--- src/rtl/fdpc_defs.vh ---
// Constants for the front side bus data-phase controller
`ifndef FDPC_DEFS_VH
`define FDPC_DEFS_VH

// ==========================================================
// Widths
`define FDPC_DW        64
`define FDPC_GW        16
`define FDPC_NG        4
`define FDPC_BW        65
`define FDPC_SW        76
`define FDPC_HALF      5'h08

// ==========================================================
// Field positions inside the synchroniser vector
`define FDPC_SB_BCLK   0
`define FDPC_SB_BUSY   1
`define FDPC_SB_VALID  2
`define FDPC_SB_ORDER_N_A  3
`define FDPC_SB_PAR    4
`define FDPC_SB_INV    8
`define FDPC_SB_DATA   12

// ==========================================================
// Driver states, one-hot
`define FDPC_ST_IDLE   3'h1
`define FDPC_ST_DRIVE  3'h2
`define FDPC_ST_REL    3'h4

// ==========================================================
// Reset values
`define FDPC_RST_DATA  64'hFFFFFFFFFFFFFFFF
`define FDPC_RST_GRP   4'hF
`define FDPC_RST_SYNC  76'hFFFFFFFFFFFFFFFFFFE

`endif

--- src/rtl/fdpc_buf.v ---
// Two-entry buffer with valid and ready on both sides
`timescale 1ns/1ps
`default_nettype none

module fdpc_buf
#(
  parameter W = 65
)
(
  input  wire         clk_in,
  input  wire         sys_rst_in,
  input  wire [W-1:0] in_data_in,
  input  wire         in_valid_in,
  output wire         in_ready_out,
  output wire [W-1:0] out_data_out,
  output wire         out_valid_out,
  input  wire         out_ready_in
);

  reg [W-1:0] mem_r [0:1];
  reg         wptr_r;
  reg         rptr_r;
  reg [1:0]   cnt_r;
  reg         ready_r;
  reg         empty_r;
  wire        push;
  wire        pop;
  wire [1:0]  cnt_nxt;

  // Handshakes on both sides
  assign push          = in_valid_in & ready_r;
  assign pop           = out_ready_in & ~empty_r;
  assign cnt_nxt       = cnt_r + {1'b0, push} - {1'b0, pop};
  assign in_ready_out  = ready_r;
  assign out_valid_out = ~empty_r;
  assign out_data_out  = mem_r[rptr_r];

  // Storage and pointers; flags kept as flops so ready is glitch free
  always @(posedge clk_in or posedge sys_rst_in)
  begin
    if (sys_rst_in)
    begin
      wptr_r   <= 1'b0;
      rptr_r   <= 1'b0;
      cnt_r    <= 2'h0;
      ready_r  <= 1'b1;
      empty_r  <= 1'b1;
      mem_r[0] <= {W{1'b0}};
      mem_r[1] <= {W{1'b0}};
    end
    else
    begin
      if (push)
      begin
        mem_r[wptr_r] <= in_data_in;
        wptr_r        <= ~wptr_r;
      end
      if (pop)
        rptr_r <= ~rptr_r;
      cnt_r   <= cnt_nxt;
      ready_r <= (cnt_nxt != 2'h2);
      empty_r <= (cnt_nxt == 2'h0);
    end
  end

endmodule

`default_nettype wire

--- src/rtl/fdpc_ctrl.v ---
// Data-phase control of the front side bus: ownership, valid, parity
//
// Contract
// - The data driver asserts bus-busy while it drives the data bus; this driver keeps its pins one bus clock after busy goes high.
// - The bus counts as free only after bus-busy is seen deasserted.
// - Four parity lines cover the 64 data lines, one per group.
// - Parity lines are driven by whoever drives the data lines.
// - The data driver asserts data-valid on every data transfer.
// - Data-valid may drop mid-burst for idle clocks; receivers skip them.
// - A 16-bit group is inverted when over half its bits drive low.
`timescale 1ns/1ps
`default_nettype none
`include "fdpc_defs.vh"

module fdpc_ctrl
(
  input  wire        clk_in,
  input  wire        sys_rst_in,
  input  wire        bus_clk_in,
  input  wire [63:0] tx_data_in,
  input  wire        tx_last_in,
  input  wire        tx_valid_in,
  output wire        tx_ready_out,
  output reg  [63:0] rx_data_out,
  output reg         rx_valid_out,
  output reg         rx_parity_err_out,
  output reg         order_n_a_out,
  input  wire [63:0] data_n_in,
  output reg  [63:0] data_n_out,
  output reg         data_n_oe_out,
  input  wire [3:0]  group_invert_n_in,
  output reg  [3:0]  group_invert_n_out,
  output reg         group_invert_n_oe_out,
  input  wire [3:0]  data_parity_n_in,
  output reg  [3:0]  data_parity_n_out,
  output reg         data_parity_n_oe_out,
  input  wire        data_bus_busy_n_in,
  output reg         data_bus_busy_n_out,
  output reg         data_bus_busy_n_oe_out,
  input  wire        data_valid_n_in,
  output reg         data_valid_n_out,
  output reg         data_valid_n_oe_out,
  input  wire        order_n_a_in
);

  // ========================================================
  // Declarations
  reg  [`FDPC_SW-1:0] sync1_r;
  reg  [`FDPC_SW-1:0] sync2_r;
  reg                 bclk_prev_r;
  reg  [2:0]          state_r;
  reg                 last_r;
  reg                 seen_free_r;
  wire [`FDPC_SW-1:0] pins;
  wire                rise;
  wire                fall;
  wire [`FDPC_BW-1:0] head;
  wire                head_valid;
  wire                pop;
  wire [63:0]         enc_wire;
  wire [3:0]          enc_inv;
  wire [3:0]          enc_par;
  wire [63:0]         dec_data;
  wire [3:0]          dec_perr;
  wire [63:0]         s_data_n;
  wire [3:0]          s_inv_n;
  wire [3:0]          s_par_n;
  wire                s_busy_n;
  wire                s_valid_n;

  // Count of ones in one data group
  function [4:0] fdpc_ones;
    input [15:0] v;
    integer i;
    begin
      fdpc_ones = 5'h00;
      for (i = 0; i < 16; i = i + 1)
        fdpc_ones = fdpc_ones + {4'h0, v[i]};
    end
  endfunction

  // ========================================================
  // Pin synchroniser: every outside level passes two flops
  assign pins = {data_n_in, group_invert_n_in, data_parity_n_in,
                 order_n_a_in, data_valid_n_in, data_bus_busy_n_in,
                 bus_clk_in};

  always @(posedge clk_in or posedge sys_rst_in)
  begin
    if (sys_rst_in)
    begin
      sync1_r     <= `FDPC_RST_SYNC;
      sync2_r     <= `FDPC_RST_SYNC;
      bclk_prev_r <= 1'b0;
    end
    else
    begin
      sync1_r     <= pins;
      sync2_r     <= sync1_r;
      bclk_prev_r <= sync2_r[`FDPC_SB_BCLK];
    end
  end

  // Bus clock edges as one-cycle enables
  assign rise      = sync2_r[`FDPC_SB_BCLK] & ~bclk_prev_r;
  assign fall      = ~sync2_r[`FDPC_SB_BCLK] & bclk_prev_r;
  assign s_data_n  = sync2_r[`FDPC_SB_DATA +: 64];
  assign s_inv_n   = sync2_r[`FDPC_SB_INV +: 4];
  assign s_par_n   = sync2_r[`FDPC_SB_PAR +: 4];
  assign s_busy_n  = sync2_r[`FDPC_SB_BUSY];
  assign s_valid_n = sync2_r[`FDPC_SB_VALID];

  // ========================================================
  // Transmit buffer; a stalled bus back-pressures the source
  fdpc_buf
  #(
    .W (`FDPC_BW)
  )
  u_buf
  (
    .clk_in        (clk_in),
    .sys_rst_in    (sys_rst_in),
    .in_data_in    ({tx_last_in, tx_data_in}),
    .in_valid_in   (tx_valid_in),
    .in_ready_out  (tx_ready_out),
    .out_data_out  (head),
    .out_valid_out (head_valid),
    .out_ready_in  (pop)
  );

  // ========================================================
  // Per-group encode and decode
  genvar g;
  generate
    for (g = 0; g < `FDPC_NG; g = g + 1)
    begin : grp
      wire [15:0] raw;
      wire [15:0] seen;
      assign raw                 = head[g*16 +: 16];
      assign enc_inv[g]          = (fdpc_ones(raw) > `FDPC_HALF);
      assign enc_wire[g*16 +: 16] = enc_inv[g] ? ~raw : raw;
      assign enc_par[g]          = ^enc_wire[g*16 +: 16];
      // Receive side: undo inversion, check parity on the wire value
      assign seen                = ~s_data_n[g*16 +: 16];
      assign dec_data[g*16 +: 16] = (~s_inv_n[g]) ? ~seen : seen;
      assign dec_perr[g]         = (^seen) != ~s_par_n[g];
    end
  endgenerate

  // ========================================================
  // Pop a word on a bus clock rise when it goes onto the wire
  // Start only on a sampled free bus
  assign pop = rise & head_valid &
               (((state_r == `FDPC_ST_IDLE) & seen_free_r) |
                ((state_r == `FDPC_ST_DRIVE) & ~last_r));

  // ========================================================
  // Driver state machine, advanced on bus clock rises
  always @(posedge clk_in or posedge sys_rst_in)
  begin
    if (sys_rst_in)
    begin
      state_r                <= `FDPC_ST_IDLE;
      last_r                 <= 1'b0;
      data_n_out             <= `FDPC_RST_DATA;
      group_invert_n_out     <= `FDPC_RST_GRP;
      data_parity_n_out      <= `FDPC_RST_GRP;
      data_bus_busy_n_out    <= 1'b1;
      data_valid_n_out       <= 1'b1;
      data_n_oe_out          <= 1'b0;
      group_invert_n_oe_out  <= 1'b0;
      data_parity_n_oe_out   <= 1'b0;
      data_bus_busy_n_oe_out <= 1'b0;
      data_valid_n_oe_out    <= 1'b0;
    end
    else if (rise)
    begin
      if (pop)
      begin
        data_n_out         <= ~enc_wire;
        group_invert_n_out <= ~enc_inv;
        data_parity_n_out  <= ~enc_par;
        last_r             <= head[64];
      end
      case (state_r)
        `FDPC_ST_IDLE:
        begin
          if (pop)
          begin
            data_bus_busy_n_out    <= 1'b0;
            data_valid_n_out       <= 1'b0;
            data_n_oe_out          <= 1'b1;
            group_invert_n_oe_out  <= 1'b1;
            data_parity_n_oe_out   <= 1'b1;
            data_bus_busy_n_oe_out <= 1'b1;
            data_valid_n_oe_out    <= 1'b1;
            state_r                <= `FDPC_ST_DRIVE;
          end
        end
        `FDPC_ST_DRIVE:
        begin
          if (last_r)
          begin
            // Busy deasserted while still driven, so others see it high
            data_bus_busy_n_out <= 1'b1;
            data_valid_n_out    <= 1'b1;
            state_r             <= `FDPC_ST_REL;
          end
          else
          begin
            data_valid_n_out <= ~pop;
          end
        end
        `FDPC_ST_REL:
        begin
          data_n_oe_out          <= 1'b0;
          group_invert_n_oe_out  <= 1'b0;
          data_parity_n_oe_out   <= 1'b0;
          data_bus_busy_n_oe_out <= 1'b0;
          data_valid_n_oe_out    <= 1'b0;
          last_r                 <= 1'b0;
          state_r                <= `FDPC_ST_IDLE;
        end
        default:
        begin
          state_r <= `FDPC_ST_IDLE;
        end
      endcase
    end
  end

  // ========================================================
  // Mid-period sampling on bus clock falls, clear of edge skew
  always @(posedge clk_in or posedge sys_rst_in)
  begin
    if (sys_rst_in)
    begin
      seen_free_r       <= 1'b0;
      rx_data_out       <= 64'h0000000000000000;
      rx_valid_out      <= 1'b0;
      rx_parity_err_out <= 1'b0;
      order_n_a_out         <= 1'b0;
    end
    else
    begin
      rx_valid_out <= 1'b0;
      if (fall)
      begin
        // Free only once busy is high
        seen_free_r <= s_busy_n & s_valid_n &
                       (state_r == `FDPC_ST_IDLE);
        order_n_a_out   <= ~sync2_r[`FDPC_SB_ORDER_N_A];
        if (~s_valid_n & (state_r == `FDPC_ST_IDLE))
        begin
          rx_data_out       <= dec_data;
          rx_valid_out      <= 1'b1;
          rx_parity_err_out <= |dec_perr;
        end
      end
    end
  end

endmodule

`default_nettype wire

--- config.mk ---
export PLATFORM = sky130hd
export DESIGN_NAME = fdpc_ctrl
export DESIGN_NICKNAME = d
export VERILOG_FILES = /design/src/rtl/fdpc_buf.v /design/src/rtl/fdpc_ctrl.v
export VERILOG_INCLUDE_DIRS = /design/src /design/src/rtl
export SDC_FILE = /design/constraint.sdc
export NUM_CORES = 1
export LEC_CHECK = 0
export BUFFER_PORTS_ARGS = -buffer_cell sky130_fd_sc_hd__buf_2
export CAP_MARGIN = 20
export CORE_UTILIZATION = 35
export CTS_CLUSTER_DIAMETER = 40
export DETAILED_ROUTE_END_ITERATION = 10
export PLACE_DENSITY = 0.53
export SYNTH_ARGS = -nofsm -noshare
export SYNTH_HDL_FRONTEND = slang
export SYNTH_SLANG_ARGS = --single-unit
--- constraint.sdc ---
create_clock -name clk_in -period 17.49 [get_ports clk_in]
set_input_delay 0.8745 -clock clk_in [delete_from_list [all_inputs] [get_ports clk_in]]
set_output_delay 0.8745 -clock clk_in [all_outputs]
set_load 0.05 [all_outputs]
==> results.md <==
* Outcome: complete, no violations
* Row Count at 86
* Cell Area, Placed at 21700 sq um
* Xor-xnor portion of the synthesized cell area at 12.3%
* Worst EP arrival at 7.48 ns
* Clock edge transition at the registers on the reported setup and hold paths at 0.06 ns
* Avg Cell Area, Syn at 13.5 sq um
* DR vias at 11429
* Routability congestion estimate at 0.765
* Max_cap viols at 0
* Unique masters post-synth at 37
* First-pass GRT wire length at 68900 um
* Worst EP required at 18.01 ns
* Total gr overflow at 0
* Top-count cell post-synth: dfstp_2
* Complex-gate fraction of the synthesized area at 4.45%
* Hold Startpoint: sync1_r[45]$_DFF_PP1_
* Reg-to-reg critical path startpoint: u_buf.rptr_r$_DFFE_PP0P_
* Setup_tns at 0 ns
* Cells after Synth at 1442
* Design Area, Final at 24500 sq um
* Worst Skew at 0.0290 ns
* Mean number of vias per cell at 4.46
* Share of the synthesized area in the top cell type at 30.5%
* Max stage delay cell, worst path: dfrtp_4
* Initial antenna violation count at 13
* Sequential element share of the synthesized area at 57.3%
* Synthesis-to-layout area growth at 25.3%
* Detailed Place HPWL at 29800 um
* Top cell by count, worst path: fa_1
* Worst setup SP type: flop
* Worst-skew pair later-pin latency at 0.62 ns
* Synth cell count leaders: 227 x dfstp_2, 219 x xnor2_1, 209 x dfrtp_1, 180 x mux2_2, 119 x nand2_1
* Drt total wl at 43500 um
* Post-CTS setup buffer count at 0
* Layout cells sized above 1 at 47.7%
* Cells on Worst Hold Path at 0
* Number of DRC markers in iteration 0 at 375
* Share of synthesized cell area in full adder, half adder and majority cells at 5.77%
* Mux contribution to synthesized area at 13.8%
* Core Box Area at 55100 sq um
* Tot GR Track Use at 15.7%
* Synthesized flop and latch total at 436
* Clock Path Buffers at 3
* YS warnings at 0
* Die span in x at 238 um
* Reg2Reg Capture Point: data_n_out[42]$_DFFE_PP1P_
* Area contributors post-synth: dfstp_2 31%, dfrtp_1 27%, mux2_2 10%
* Cell accounting for the most synthesized area: dfstp_2
* RSZ-0062 raised after global routing: false
* Critical path peak fanout at 49
* Wire per inst at 17.0 um
* Syn nets at 1652
* CP max stage delay at 0.89 ns
* Final setup viols at 0
* Least-Margin Pin Slew at 1.14 ns
* DRC at 0
* Post-synth ARST share at 100%
* Fillers at 5124
* Routed Antenna Nets at 0
* Crit-path cells: buf_4, mux2_2, fa_1, fa_1, fa_1, inv_1, fa_1, inv_1, ha_1, inv_1, fa_1, nand2b_1, a211oi_1, o21ba_2, a221oi_4, xnor2_1, mux2_2
* Num ports at 291
* Cts repair resizes at 0
* CTS tree: done
* # hold bufs at CTS at 0
* Worst min path class: reg2reg
* Slew HR at 24.3%
* Final hold vios at 0
* Cell area after synthesis at 19500 sq um
* Achievable frequency at 144 MHz
* Worst Reg-to-Reg Cells at 17
* Vias in the first global route at 12456
* Clock root buffer: clkbuf_16
* Largest family of logic cells by synthesized area: multiplexers
* CP Capture Type: flop
* Tmin final at 6.96 ns
* Hold EP: sync2_r[45]$_DFF_PP1_
* CP Class: reg2reg
* Clock sinks at 436
* First-pass DRT Iterations at 4
* Num CTS Buffers at 77
* Ys flop type: dfstp_2
* Flop2flop setup slack at 10.53 ns
* # port buffers at 290
* Final Cycle Share at 39.8%
* Die Y at 238 um
* Die area at 56700 sq um
* Final Max Tran Viols at 0
* Simple-gate share of the synthesized area at 3.18%
* Largest net degree at the start of global routing at 169
* EDFF count, synth at 0
* H-tree depth at 3
* Final nets at 1961
* Initial core utilization at 35.4%
==> state kept, by name (all words and copies together), names as in the netlist, 2 cells and up <==
signal              cells
u_buf.mem_r           130
rx_data_out            64
state_r                 3
sync1_r                76
data_n_out             64
data_parity_n_out       4
u_buf.cnt_r             2
sync2_r                76
group_invert_n_out      4
==> stage by stage <==
step                      instances  util (%)  hold slack [ns]  setup WS (ns)
after floorplan                1442         -            0.331           4.85
final                          2565      44.4            0.340          10.53
after global placement         2419      39.3            0.345          10.55
after detailed placement       2419      39.3            0.346          10.42
after global routing           2564      44.4            0.312          10.16
after CTS                      2563      44.4            0.305          10.45
==> placed cells by master, fill, tap and decap left out, types with 5 or more instances in the layout <==
cell and count:
buf_2 290, dfstp_2 227, xnor2_1 219, dfrtp_1 208, mux2_2 180, nand2_1 117
o21ai_0 112, clkbuf_16 77, inv_1 69, mux2i_1 55, xor2_1 45, fa_1 40
ha_1 26, inv_6 16, nand2b_1 8, nor2_1 8, bufinv_16 8, clkbuf_8 8
clkinvlp_4 7, buf_4 7, clkinv_4 6, clkinv_2 6, clkbuf_1 6, nand3b_1 5
mux2i_4 5, a211oi_1 5, inv_8 5
==> worst max path at each step <==
stage / start / endpoint / slack (ns) / cells after the start
finish: u_buf.rptr_r$_DFFE_PP0P_ / data_n_out[42]$_DFFE_PP1P_ / 10.53 / 17
global route: u_buf.rptr_r$_DFFE_PP0P_ / data_n_out[42]$_DFFE_PP1P_ / 10.16 / 17
CTS: u_buf.rptr_r$_DFFE_PP0P_ / data_n_out[24]$_DFFE_PP1P_ / 10.45 / 17
detailed placement: u_buf.rptr_r$_DFFE_PP0P_ / data_n_out[17]$_DFFE_PP1P_ / 10.42 / 17
global placement: u_buf.rptr_r$_DFFE_PP0P_ / data_n_out[19]$_DFFE_PP1P_ / 10.55 / 17
floorplan: sys_rst_in / bclk_prev_r$_DFF_PP0_ / 4.85 / 1
==> area by class of cell <==
| cell class | instances | area, sq um | area share (%) |
|---|---|---|---|
| Multi-Input combinational cell | 866 | 7740 | 31.6 |
| Timing Repair Buffer | 299 | 1550 | 6.34 |
| Sequential cell | 436 | 11200 | 45.8 |
| Antenna cell | 1 | 2.50 | 0.0102 |
| Tap cell | 748 | 936 | 3.83 |
| Clock inverter | 53 | 703 | 2.87 |
| Clock buffer | 91 | 2060 | 8.42 |
| Inverter | 71 | 274 | 1.12 |
==> logic make-up (layout without fill, tap and decap cells) <==
family,after synthesis,in the layout
flip-flops,436,436
XOR/XNOR,268,268
multiplexers,240,240
AND/OR/NAND/NOR,150,150
AO/OA/AOI/OAI,142,142
buffers and inverters,140,514
adder cells (fa/ha/maj),66,66
other,0,1
==> worst max-delay path: cells and delay by family, from the launching register on <==
kind | cells | cell delay [ns]
fa+ha+maj | 6 | 2.75
compound gates | 3 | 1.12
buf+inv | 4 | 0.94
flops | 1 | 0.89
mux | 2 | 0.78
xor+xnor | 1 | 0.20
simple gates | 1 | 0.11
==> layer usage <==
layer	GRT usage (%)	up-vias	part of all wire, %
met2	25.5	262	47
met5	0	-	0.32
li1	-	5372	-
met3	4.93	87	6.0
met1	19.9	5688	44
met4	5.03	20	2.3
Power is left out: the tool's default activity adds up to more than one toggle a clock period on the data nets, which glitch-free logic cannot reach.
